==> config.mk <==
export PLATFORM = sky130hd
export DESIGN_NAME = lpw_wake_ctrl
export DESIGN_NICKNAME = d
export VERILOG_FILES = /design/src/lpw_pkg.sv /design/src/lpw_pin_if.sv /design/src/lpw_pin_watch.sv /design/src/lpw_wake_ctrl.sv
export SDC_FILE = /design/constraint.sdc
export NUM_CORES = 1
export LEC_CHECK = 0
export BUFFER_PORTS_ARGS = -buffer_cell sky130_fd_sc_hd__buf_2
export CELL_PAD_IN_SITES_DETAIL_PLACEMENT = 0
export CELL_PAD_IN_SITES_GLOBAL_PLACEMENT = 1
export CORE_MARGIN = 1
export CORE_UTILIZATION = 41
export DETAILED_ROUTE_END_ITERATION = 10
export PLACE_DENSITY_LB_ADDON = 0.1
export SLEW_MARGIN = 20
export SYNTH_ARGS = -nofsm -noshare
export SYNTH_HDL_FRONTEND = slang
export SYNTH_SLANG_ARGS = --single-unit
==> constraint.sdc <==
create_clock -name clock_in -period 2.75 [get_ports clock_in]
set_input_delay 0.1375 -clock clock_in [delete_from_list [all_inputs] [get_ports clock_in]]
set_output_delay 0.1375 -clock clock_in [all_outputs]
set_load 0.005 [all_outputs]
==> src/lpw_pkg.sv <==
/*
  shared constants and types for the low-power wake control block.
  assumes one 100 MHz clock; no software-visible registers.
*/
package lpw_pkg;
	localparam int CLK_PERIOD_NS = 10;
	// halt wake needs crystal start-up plus this many oscillator cycles of low
	localparam int HALT_EXTRA_CYC = 2;
	// standby low pulse needs this many cycles plus the qualify count
	localparam int STBY_BASE_CYC = 2;
	// crystal start-up time, in ns
	localparam int XTAL_STARTUP_NS = 1000;
	localparam int XTAL_STARTUP_CYC = (XTAL_STARTUP_NS + CLK_PERIOD_NS - 1) / CLK_PERIOD_NS;
	localparam int HALT_LOW_CYC = XTAL_STARTUP_CYC + HALT_EXTRA_CYC;
	localparam int CNT_W = 16;
	localparam int QUAL_W = 8;
	localparam logic [QUAL_W-1:0] QUAL_RESET = 8'h00;

	// low_power_state request encoding
	typedef enum logic [1:0]
	{
		LPW_RUN = 2'b00,
		LPW_IDLE = 2'b01,
		LPW_STANDBY = 2'b10,
		LPW_HALT = 2'b11
	} lpw_mode_t;
endpackage

==> src/lpw_pin_if.sv <==
/*
  interface carrying the conditioned wake pin between the top and the detector.
  assumes a single clock domain.
*/
`timescale 1ns/1ps
`default_nettype none
interface lpw_pin_if;
	logic level;
	logic fall;
	logic rise;
	logic [lpw_pkg::CNT_W-1:0] low_count;
	modport src (output level, output fall, output rise, output low_count);
	modport dst (input level, input fall, input rise, input low_count);
endinterface
`default_nettype wire

==> src/lpw_pin_watch.sv <==
/*
  watches the wake pin: registered level, edge pulses, and length of the current low.
  assumes the pin is synchronous to clock_in.
*/
`timescale 1ns/1ps
`default_nettype none
module lpw_pin_watch
	import lpw_pkg::*;
(
	// clock and reset
	input wire logic clock_in,
	input wire logic nrst_in,
	// pin
	input wire logic wake_pin_in,
	lpw_pin_if.src pin
);
	logic level_q;
	logic [CNT_W-1:0] cnt_q;
	logic [CNT_W-1:0] cnt_d;
	wire cnt_full = &cnt_q;

	// count saturates so a very long low never wraps back to short
	assign cnt_d = wake_pin_in ? '0 : (cnt_full ? cnt_q : cnt_q + 1'b1);

	always_ff @(posedge clock_in or negedge nrst_in)
	begin
		if (!nrst_in)
		begin
			level_q <= 1'b1;
			cnt_q <= '0;
		end
		else
		begin
			level_q <= wake_pin_in;
			cnt_q <= cnt_d;
		end
	end

	assign pin.level = level_q;
	assign pin.fall = level_q & ~wake_pin_in;
	assign pin.rise = ~level_q & wake_pin_in;
	assign pin.low_count = cnt_q;
endmodule
`default_nettype wire

==> src/lpw_wake_ctrl.sv <==
/*
  wake control for halt, idle and standby low-power states.
  assumes the outside agent holds the wake pin high before entry; one clock.
*/
`timescale 1ns/1ps
`default_nettype none
module lpw_wake_ctrl
	import lpw_pkg::*;
#(
	parameter int HALT_LOW_CYCLES = HALT_LOW_CYC
)
(
	// clock and reset
	input wire logic clock_in,
	input wire logic nrst_in,
	// state request from the core
	input wire logic enter_in,
	input wire lpw_pkg::lpw_mode_t mode_in,
	input wire logic [lpw_pkg::QUAL_W-1:0] standby_qualify_count_in,
	input wire logic wake_src_en_in,
	input wire logic ext_int_one_en_in,
	// wake pin
	input wire logic wake_pin_in,
	// results
	output logic [1:0] low_power_state_out,
	output logic wake_out,
	output logic wake_interrupt_out,
	output logic external_interrupt_one_out
);
	// the saturating low counter must be able to reach the halt threshold
	if (HALT_LOW_CYCLES < 1 || HALT_LOW_CYCLES >= (1 << CNT_W) - 1)
	begin
		$error("HALT_LOW_CYCLES out of range");
	end

	lpw_pin_if pin();

	lpw_pin_watch u_watch
	(
		.clock_in(clock_in),
		.nrst_in(nrst_in),
		.wake_pin_in(wake_pin_in),
		.pin(pin)
	);

	lpw_mode_t state_q;
	lpw_mode_t state_d;
	logic armed_q;
	logic qual_seen_q;
	logic [QUAL_W-1:0] qual_q;
	logic wake_q;
	logic wint_q;
	logic xint_q;

	// true once the current low, this cycle included, has lasted need cycles
	function automatic logic low_reached(input logic [CNT_W-1:0] count,
		input logic [CNT_W:0] need);
		return ({1'b0, count} + (CNT_W+1)'(1)) >= need;
	endfunction

	// count has one cycle of lag: value seen is cycles already low before now
	wire [CNT_W:0] halt_need = (CNT_W+1)'(HALT_LOW_CYCLES);
	wire [CNT_W:0] stby_need = CNT_W'(STBY_BASE_CYC) + qual_q;
	wire halt_ok = armed_q && low_reached(pin.low_count, halt_need);
	wire stby_ok = armed_q && low_reached(pin.low_count, stby_need);
	wire in_halt = state_q == LPW_HALT;
	wire in_stby = state_q == LPW_STANDBY;
	wire in_idle = state_q == LPW_IDLE;
	wire halt_wake = in_halt && !wake_pin_in && halt_ok;
	wire stby_wake = in_stby && pin.rise && qual_seen_q;
	wire idle_wake = in_idle && ext_int_one_en_in && pin.fall;
	wire any_wake = halt_wake || stby_wake || idle_wake;

	// entry is refused outside run; only a wake leaves a low-power state
	always_comb
	begin
		state_d = state_q;
		unique case (state_q)
			LPW_RUN:
				if (enter_in)
					state_d = mode_in;
			LPW_IDLE, LPW_STANDBY, LPW_HALT:
				if (any_wake)
					state_d = LPW_RUN;
		endcase
	end

	always_ff @(posedge clock_in or negedge nrst_in)
	begin
		if (!nrst_in)
		begin
			state_q <= LPW_RUN;
			armed_q <= 1'b0;
			qual_seen_q <= 1'b0;
			qual_q <= QUAL_RESET;
			wake_q <= 1'b0;
			wint_q <= 1'b0;
			xint_q <= 1'b0;
		end
		else
		begin
			state_q <= state_d;
			if (state_q == LPW_RUN && enter_in)
				qual_q <= standby_qualify_count_in;
			// a low already present at entry is not a wake event
			if (state_q == LPW_RUN)
				armed_q <= 1'b0;
			else if (wake_pin_in)
				armed_q <= 1'b1;
			if (state_q != LPW_STANDBY || wake_pin_in)
				qual_seen_q <= qual_seen_q && in_stby && !stby_wake;
			else if (stby_ok)
				qual_seen_q <= 1'b1;
			wake_q <= any_wake;
			wint_q <= wake_src_en_in && (halt_wake || stby_wake);
			xint_q <= idle_wake;
		end
	end

	assign low_power_state_out = state_q;
	assign wake_out = wake_q;
	assign wake_interrupt_out = wint_q;
	assign external_interrupt_one_out = xint_q;
endmodule
`default_nettype wire

==> results of run 1 <==
worst paths after layout:
path,end,from
hold / removal,low_power_state_out[0]$_DFFE_PN0P_,mode_in[0]
hold reg to reg,qual_q[0]$_DFFE_PN0P_,qual_q[0]$_DFFE_PN0P_
setup / recovery,qual_seen_q$_DFFE_PN0P_,u_watch.pin.low_count[1]$_DFFE_PN0P_
min in group asynchronous,u_watch.pin.low_count[9]$_DFFE_PN0P_,nrst_in
max in group asynchronous,qual_q[5]$_DFFE_PN0P_,nrst_in
setup reg to reg,qual_seen_q$_DFFE_PN0P_,u_watch.pin.low_count[1]$_DFFE_PN0P_
sequential cells by signal, summed over array words and instances, names as in the netlist:
| signal | cells |
|---|---|
| external_interrupt_one_out | 1 |
| u_watch.pin.level | 1 |
| wake_out | 1 |
| wake_interrupt_out | 1 |
| low_power_state_out | 2 |
| armed_q | 1 |
| qual_q | 8 |
| u_watch.pin.low_count | 16 |
| qual_seen_q | 1 |
what timing repair did:
action	4_1_cts	5_1_grt
setup buffers	0	0
resized for setup	0	2
endpoints found under the hold margin	31	0
setup endpoints to repair	0	2
hold buffers	1	0
layout make-up:
| type | count | share of cell area (%) |
|---|---|---|
| Timing Repair Buffer | 26 | 6.45 |
| Sequential cell | 32 | 35.0 |
| Tap cell | 52 | 2.84 |
| Clock inverter | 2 | 1.53 |
| Inverter | 13 | 2.13 |
| Multi-Input combinational cell | 144 | 48.9 |
| Clock buffer | 6 | 3.17 |
through the flow:
step | utilization [%] | std cells
2_1_floorplan | - | 194
3_3_place_gp | 47.9 | 266
3_5_place_dp | 47.9 | 266
4_1_cts | 50.6 | 275
5_1_grt | 50.8 | 275
6_report | 50.8 | 275
cells in the final DEF, fill, tap and decap left out, types with 2 or more instances in the layout:
master    synthesis  layout
dfrtp_1          31      31
buf_2             1      20
nand3_1          15      15
a21oi_1          15      15
inv_1            13      13
ha_1             12      11
xor2_1           10      10
xnor2_1           9       9
o21ai_0           9       9
mux2_2            9       9
nand2_1           8       8
nor2_1            7       7
clkbuf_8          0       5
buf_4             0       5
nand3b_1          4       4
nand4_1           4       4
or3_1             4       4
a21o_1            4       4
nor3_2            3       3
and3_1            3       3
nor3b_1           2       2
nand2b_1          2       2
or2_2             2       2
a211oi_1          2       2
worst register-to-register path: cells and delay by family, from the launching register on:
family                   cells  cell delay, ps
AND/OR/NAND/NOR              2             350
XOR/XNOR                     1             210
flip-flops                   1             470
adder cells (fa/ha/maj)      2             500
AO/OA/AOI/OAI                4             920
report_power, final:
group / total, mW / leakage, nW / internal [mW] / switching (mW)
combinational: 0.401 / 0.585 / 0.224 / 0.176
sequential: 0.675 / 0.413 / 0.563 / 0.112
clock: 0.447 / 0.0552 / 0.269 / 0.178
total: 1.52 / 1.05 / 1.06 / 0.466
cell families after synthesis:
logic type / after synthesis / share of synthesized area [%]
simple gates: 64 / 20.9
compound gates: 39 / 13.0
flops: 32 / 40.6
xor+xnor: 20 / 9.24
buf+inv: 18 / 3.48
fa+ha+maj: 12 / 7.59
mux: 9 / 5.13
layer usage:
metal	vias up	GRT usage, %
li1	749	-
met1	732	23.5
met2	28	30.6
met3	4	5.20
met4	0	5.33
met5	-	0
==> reports/metrics.yaml, run 1 <==
critical_path:
  r2r_slack_ps: 170
  critPathCaptureType: "register"
  cp_max_fo: 6
  cp_slowest_cell: "dfrtp_1"
  start_kind: "register"
  worst-path-stages: 9
  r2r.worst_path.cells: 9
  cp_num_buf_inv: 0
  critPathArrivalTime_ps: 2720
  crit_top_cell: "a21o_1"
  max_stage_delay_ps: 470
  crit_family: "compound AO/OA/AOI/OAI gates"
  critPathRequiredTime_ps: 2900
  worstPathCellList: "ha_4 -> nand4_4 -> or2_4 -> xnor2_2 -> ha_1 -> a21o_1 -> a21o_1 -> a2111oi_0 -> a31oi_1"
  crit_type: "reg -> reg"
synthesis:
  synth.area.top_cells: "dfrtp_1, ha_1, mux2_2"
  yosysTopAreaCell: "dfrtp_1"
  netlist.area_leader.share_pct: 39.2
  ys_seq_area_share_pct: 40.6
  synth_edf_count: 0
  syn_avg_cell_area_um2: 10.2
  syn-num-nets: 222
  yosysWarnings: 0
  ys.flop_type: "dfrtp_1"
  ys_ff_latch: 32
  syn_inst: 194
  yosysUniqueCellTypes: 44
  synth_commonest_cells: "dfrtp_1, a21oi_1, nand3_1"
  async_reset_ff_share_pct: 100
  syn_area_um2: 1980
  synth_most_common_cell: "dfrtp_1"
clock_network:
  h-tree-depth: 2
  cts.sinks: 32
  clock_path_buffers: 2
  insertion_delay_ps: 280
  numCtsBuffers: 5
  root_buffer: "clkbuf_8"
  clk_transition_reported_paths_ps: 70
  cts_tree: "built"
final_layout:
  seq_area_um2: 802
  diodes: 0
  drive_gt1_share_pct: 25.6
  fillers: 421
  post-route-cell-area_um2: 2290
  nNetsFinal: 250
  area_growth_syn_to_layout_pct: 15.8
  multi_input_area_um2: 1120
sta:
  max_freq_mhz: 388
  setup_slack_ps: 174
  finalCriticalPeriod_ps: 2580
  max-slew-margin-rel_pct: 50.9
  fin_setup_tns_ps: 0
  period_share_pct: 93.7
  finalHoldViolations: 0
  worst_clock_skew_ps: 7.85
  rsz0062_at_grt: "false"
  whs_ps: 61.0
  setup_viol: 0
  maxSlewViolCount: 0
  tightest_slew_ps: 737
die:
  start_util_pct: 43.9
  fp.dieH_um: 71.4
  rows: 24
  chipWidth_um: 71.4
  pin_count: 21
  coreArea_um2: 4500
  die_area_um2: 5100
routing:
  ant_nets: 0
  postRouteWirelength_mm: 4.10
  wl_met3_um: 166
  drc: 0
  drt_first_pass_iters: 4
  avgViaCountPerCell: 5.50
  routed.top_layer: "met4"
  met1_length_mm: 1.87
  wl_met2_mm: 2.03
  routedWlPerCell_um: 14.9
  drt-initial-drc-count: 70
  vias: 1513
global_routing:
  grt_overflow_total: 0
  grt_pass1_wl_mm: 7.25
  antenna_found_initial: 0
  grt_max_degree: 33
  grt_use_total_pct: 18.4
  grt_pass1_vias: 1523
power:
  vdd_drop_max_mv: 0.437
  total_power_mw: 1.52
  power.density_nw_per_um2: 665
  power_leakage_nw: 1.05
placement:
  dpl_cell_area_um2: 2160
  post-dp-hpwl_mm: 3.01
  post-place-ws_ps: 38.3
  port_buffers: 20
  gp_congestion: 0.812
hold_path:
  hold_class: "in -> reg"
  hold_depth: 3
status:
  status: "completed"
flow_run:
  cap_violations: 0
Note: power is estimated with default switching activity, not from simulation.
==> run 2: changes to the inputs <==
--- a/config.mk
+++ b/config.mk
@@ -9,7 +9,8 @@
 export CELL_PAD_IN_SITES_DETAIL_PLACEMENT = 0
 export CELL_PAD_IN_SITES_GLOBAL_PLACEMENT = 1
 export CORE_MARGIN = 1
-export CORE_UTILIZATION = 41
+export CORE_UTILIZATION = 43
+export CTS_BUF_LIST = sky130_fd_sc_hd__clkbuf_4 sky130_fd_sc_hd__clkbuf_8
 export DETAILED_ROUTE_END_ITERATION = 10
 export PLACE_DENSITY_LB_ADDON = 0.1
 export SLEW_MARGIN = 20
==> run 2 against run 1 <==
Net effect:
- sequential cell count did not move
- clock power fell by 23%
- hold slack gained 10 ps
- clock-buffer cell count is the same
- first-iteration DRC count grew 11%
- cell count shrank 0.36%
- clock skew shrank 3.4 ps
- via count decreased by 2.0%
- maximum frequency up 3.0%
- largest power group unchanged
==> reports/metrics.yaml, run 2 (synthesis gave the netlist of run 1 again) <==
status:
  status: "completed"
critical_path:
  reg2reg_from: "u_watch.pin.low_count[1]$_DFFE_PN0P_"
  max_stage_delay_ps: 410
  cp_max_fo: 6
  worstPathCellList: "ha_2 -> nand4_4 -> or2_4 -> xnor2_2 -> ha_1 -> a21o_1 -> a21o_1 -> a2111oi_1 -> a31oi_1"
  start_kind: "register"
  cp_slowest_cell: "dfrtp_2"
  timing.rr.end: "qual_seen_q$_DFFE_PN0P_"
  r2r_slack_ps: 250
  crit_top_cell: "a21o_1"
  crit_family: "compound AO/OA/AOI/OAI gates"
  r2r.worst_path.cells: 9
  cp-startpoint: "u_watch.pin.low_count[1]$_DFFE_PN0P_"
  critPathRequiredTime_ps: 2890
  critPathCaptureType: "register"
  critPathArrivalTime_ps: 2640
  cp_num_buf_inv: 0
  crit_type: "reg -> reg"
flow_run:
  cap_violations: 0
clock_network:
  clock_path_buffers: 2
  cts_tree: "built"
  root_buffer: "clkbuf_8"
  post-cts-setup-buffers: 0
  cts.sinks: 32
  numCtsBuffers: 5
  insertion_delay_ps: 270
  clk_transition_reported_paths_ps: 70
  h-tree-depth: 2
sta:
  period_share_pct: 90.9
  fin_setup_tns_ps: 0
  tightest_slew_ps: 737
  setup_viol: 0
  finalHoldViolations: 0
  max_freq_mhz: 400
  max-slew-margin-rel_pct: 50.9
  finalCriticalPeriod_ps: 2500
  worst_clock_skew_ps: 4.44
  rsz0062_at_grt: "false"
  maxSlewViolCount: 0
  whs_ps: 71.5
global_routing:
  grt_use_total_pct: 17.7
  grt_pass1_vias: 1547
  grt_max_degree: 33
  antenna_found_initial: 0
  grt_overflow_total: 0
  grt_pass1_wl_mm: 6.96
  grtUsageMet3_pct: 4.36
  grt_use_met2_pct: 29.7
  met1_usage_pct: 23.0
  busiest_layer: "met2"
final_layout:
  diodes: 0
  drive_gt1_share_pct: 26.1
  final_common_cell: "dfrtp_1"
  nNetsFinal: 250
  most-common-layout-cells: "dfrtp_1, buf_2, nand3_1, a21oi_1, inv_1"
  fin_util_pct: 51.5
  area_growth_syn_to_layout_pct: 14.1
  largest_reg_flops: 16
hold_path:
  min_from: "wake_src_en_in"
  whs_endpoint: "wake_interrupt_out$_DFF_PN0_"
  hold_depth: 2
  hold_class: "in -> reg"
power:
  seqPwrFrac_pct: 47.7
  pwr-share-clk_pct: 24.2
  switching_power_mw: 0.442
  power.density_nw_per_um2: 625
  sw_frac_of_total_pct: 31.3
  power_leakage_nw: 1.04
  intPower_mw: 0.969
  vdd_drop_max_mv: 0.355
  p_comb_share_pct: 28.1
routing:
  drt-initial-drc-count: 78
  ant_nets: 0
  postRouteWirelength_mm: 3.90
  avgViaCountPerCell: 5.41
  vias: 1482
  routedWlPerCell_um: 14.2
  drt_first_pass_iters: 4
  drc: 0
die:
  fp.dieH_um: 69.8
  coreArea_um2: 4380
  die_area_um2: 4870
  chipWidth_um: 69.8
  start_util_pct: 45.1
  pin_count: 21
  rows: 24
placement:
  gp_congestion: 0.774
  post-dp-hpwl_mm: 2.91
  port_buffers: 20
-- run 2: cell type report --
class	count	area, um2
multi-input combinational	144	1110
timing repair buffer	26	148
inverter	13	48.8
clock inverter	1	5.00
fill	431	2130
sequential	32	803
clock buffer	6	76.3
tap	52	65.1
-- run 2: worst max path at each step --
| stage | to | slack [ps] | depth (start not counted) |
|---|---|---|---|
| after floorplan | qual_seen_q$_DFFE_PN0P_ | 200 | 9 |
| after global placement | qual_seen_q$_DFFE_PN0P_ | 220 | 9 |
| after detailed placement | qual_seen_q$_DFFE_PN0P_ | 110 | 9 |
| after CTS | qual_seen_q$_DFFE_PN0P_ | 80 | 9 |
| after global routing | qual_seen_q$_DFFE_PN0P_ | 70 | 9 |
| final | qual_seen_q$_DFFE_PN0P_ | 250 | 9 |
-- run 2: routing by layer --
metal,vias to the layer above,wire (um)
met3,2,119
met5,-,0
met1,712,1840
met4,0,24
li1,745,-
met2,23,1920
-- run 2: stage by stage --
stage	setup slack (ps)	instances	cell area, um2	power, mW
after floorplan	201	194	1980	0.958
after global placement	220	266	2160	1.06
after detailed placement	107	266	2160	1.08
after CTS	80.5	274	2250	1.43
after global routing	68.5	274	2260	1.54
final	250	274	2260	1.41
-- run 2: what timing repair did --
| item | 4_1_cts | 5_1_grt |
|---|---|---|
| resized for setup | 0 | 3 |
| endpoints found under the hold margin | 31 | 0 |
| hold buffers | 1 | 0 |
| setup endpoints to repair | 0 | 1 |
-- run 2: power groups by stage --
stage | sequential, mW | clock [mW] | combinational [mW]
final | 0.672 | 0.342 | 0.397
after global routing | 0.691 | 0.380 | 0.465
after CTS | 0.671 | 0.354 | 0.405
after detailed placement | 0.680 | 0 | 0.400
after global placement | 0.675 | 0 | 0.389
after floorplan | 0.655 | 0 | 0.302
==> run 3: changes to the inputs <==
--- a/config.mk
+++ b/config.mk
@@ -8,6 +8,7 @@
 export BUFFER_PORTS_ARGS = -buffer_cell sky130_fd_sc_hd__buf_2
 export CELL_PAD_IN_SITES_DETAIL_PLACEMENT = 0
 export CELL_PAD_IN_SITES_GLOBAL_PLACEMENT = 1
+export CORE_ASPECT_RATIO = 0.75
 export CORE_MARGIN = 1
 export CORE_UTILIZATION = 43
 export CTS_BUF_LIST = sky130_fd_sc_hd__clkbuf_4 sky130_fd_sc_hd__clkbuf_8
==> run 3 against run 2 <==
Net effect:
- sequential share of layout area shrank 0.27 points
- largest power group unchanged
- via count grew 0.61%
- critical path type unchanged
- design area is 0.61% higher
- critical path depth unchanged
- critical endpoint unchanged
- register-to-register slack worse by 40 ps
- first-iteration DRC count grew 6.4%
- largest cell class unchanged
- worst setup slack got worse by 39 ps
- cell count increased by 1.5%
- die area about the same
- highest routed layer unchanged
==> reports/metrics.yaml, run 3 (synthesis gave the netlist of run 1 again) <==
status:
  status: "completed"
sta:
  max_freq_mhz: 394
  finalHoldViolations: 0
  finalCriticalPeriod_ps: 2540
  whs_ps: 51.0
  setup_viol: 0
  max-slew-margin-rel_pct: 51.7
  period_share_pct: 92.3
  tightest_slew_ps: 725
  worst_clock_skew_ps: 8.38
  maxSlewViolCount: 0
hold_path:
  hold_class: "in -> reg"
die:
  fp.dieH_um: 60.7
  rows: 20
  coreArea_um2: 4230
  chipWidth_um: 80.3
  start_util_pct: 46.7
  pin_count: 21
  die_area_um2: 4880
routing:
  drc: 0
  postRouteWirelength_mm: 4.07
  ant_nets: 0
  vias: 1491
  routedWlPerCell_um: 14.6
  avgViaCountPerCell: 5.36
  drt-initial-drc-count: 83
  drt_first_pass_iters: 4
clock_network:
  root_buffer: "clkbuf_8"
  clk_transition_reported_paths_ps: 70
  cts.sinks: 32
  numCtsBuffers: 5
  clock_path_buffers: 2
  h-tree-depth: 2
  cts_tree: "built"
  insertion_delay_ps: 290
global_routing:
  grt_use_total_pct: 19.4
  grt_max_degree: 33
  grt_pass1_vias: 1428
  antenna_found_initial: 0
  grt_overflow_total: 0
  grt_pass1_wl_mm: 6.83
critical_path:
  cp_slowest_cell: "dfrtp_1"
  crit_family: "compound AO/OA/AOI/OAI gates"
  critPathArrivalTime_ps: 2700
  crit_top_cell: "a21o_1"
  r2r_slack_ps: 210
  critPathRequiredTime_ps: 2910
  start_kind: "register"
  cp_num_buf_inv: 0
  crit_type: "reg -> reg"
  max_stage_delay_ps: 440
  cp_max_fo: 6
  worstPathCellList: "ha_2 -> nand4_4 -> or2_4 -> xnor2_2 -> ha_1 -> a21o_1 -> a21o_1 -> a2111oi_1 -> a31oi_1"
  critPathCaptureType: "register"
power:
  power_leakage_nw: 1.05
  total_power_mw: 1.45
  power.density_nw_per_um2: 640
  vdd_drop_max_mv: 0.492
final_layout:
  final_common_cell: "dfrtp_1"
  diodes: 0
  nNetsFinal: 250
  fin_util_pct: 53.7
  largest_reg_flops: 16
  area_growth_syn_to_layout_pct: 14.8
  most-common-layout-cells: "dfrtp_1, buf_2, nand3_1, a21oi_1, inv_1"
  drive_gt1_share_pct: 26.0
  finalNonFillerCells: 278
placement:
  port_buffers: 20
  post-dp-hpwl_mm: 3.01
  gp_congestion: 0.776
  dp.cells: 269
flow_run:
  cap_violations: 0
-- run 3: cell types whose count changed in the layout (fill, tap and decap cells not counted), sizes merged --
cell    change
clkinv      +1
-- run 3: power by group --
part           switching [mW]  total, mW  internal [mW]
clock network           0.175      0.374          0.199
logic                   0.184      0.409          0.225
registers               0.107      0.670          0.563
-- run 3: repair_timing --
action	in CTS	in global routing
hold endpoints to repair	31	0
endpoints found under the setup margin	0	1
resized for setup	0	2
hold buffers	1	0
setup buffers	0	0
-- run 3: through the flow --
step | area (um2) | setup WS (ps) | TNS [ps]
floorplan | 1980 | 201 | 0
global placement | 2160 | 231 | 0
detailed placement | 2160 | 173 | 0
CTS | 2270 | 144 | 0
global route | 2270 | -48.5 | -48.5
finish | 2270 | 211 | 0
-- run 3: layout make-up --
| type | count | area [um2] |
|---|---|---|
| inverter | 13 | 48.8 |
| tap | 55 | 68.8 |
| timing repair buffer | 26 | 148 |
| clock inverter | 2 | 10.0 |
| fill | 391 | 1960 |
| clock buffer | 6 | 82.6 |
| sequential | 32 | 802 |
| multi-input combinational | 144 | 1110 |
-- run 3: path summary, 6_finish.rpt --
| check | cells after the start | endpoint | from |
|---|---|---|---|
| max | 9 | qual_seen_q$_DFFE_PN0P_ | u_watch.pin.low_count[1]$_DFFE_PN0P_ |
| min | 3 | low_power_state_out[1]$_DFFE_PN0P_ | mode_in[1] |
| max reg2reg | 9 | qual_seen_q$_DFFE_PN0P_ | u_watch.pin.low_count[1]$_DFFE_PN0P_ |
| min reg2reg | 1 | qual_q[0]$_DFFE_PN0P_ | qual_q[0]$_DFFE_PN0P_ |
| max in group asynchronous | 2 | u_watch.pin.low_count[6]$_DFFE_PN0P_ | nrst_in |
| min in group asynchronous | 2 | u_watch.pin.low_count[1]$_DFFE_PN0P_ | nrst_in |
-- run 3: worst reg2reg max path: cells and delay by family, from the launching register on --
kind | cells | cell delay [ps]
compound gates | 4 | 860
simple gates | 2 | 360
flops | 1 | 440
fa+ha+maj | 2 | 610
xor+xnor | 1 | 150
-- run 3: layer usage --
layer  global-route usage [%]  up-vias  routed length (um)
met1                     26.9      713                2100
met2                     29.1       18                1770
met5                        0        -                   0
li1                         -      753                   -
met4                     9.18        0                  73
met3                     4.51        7                 122
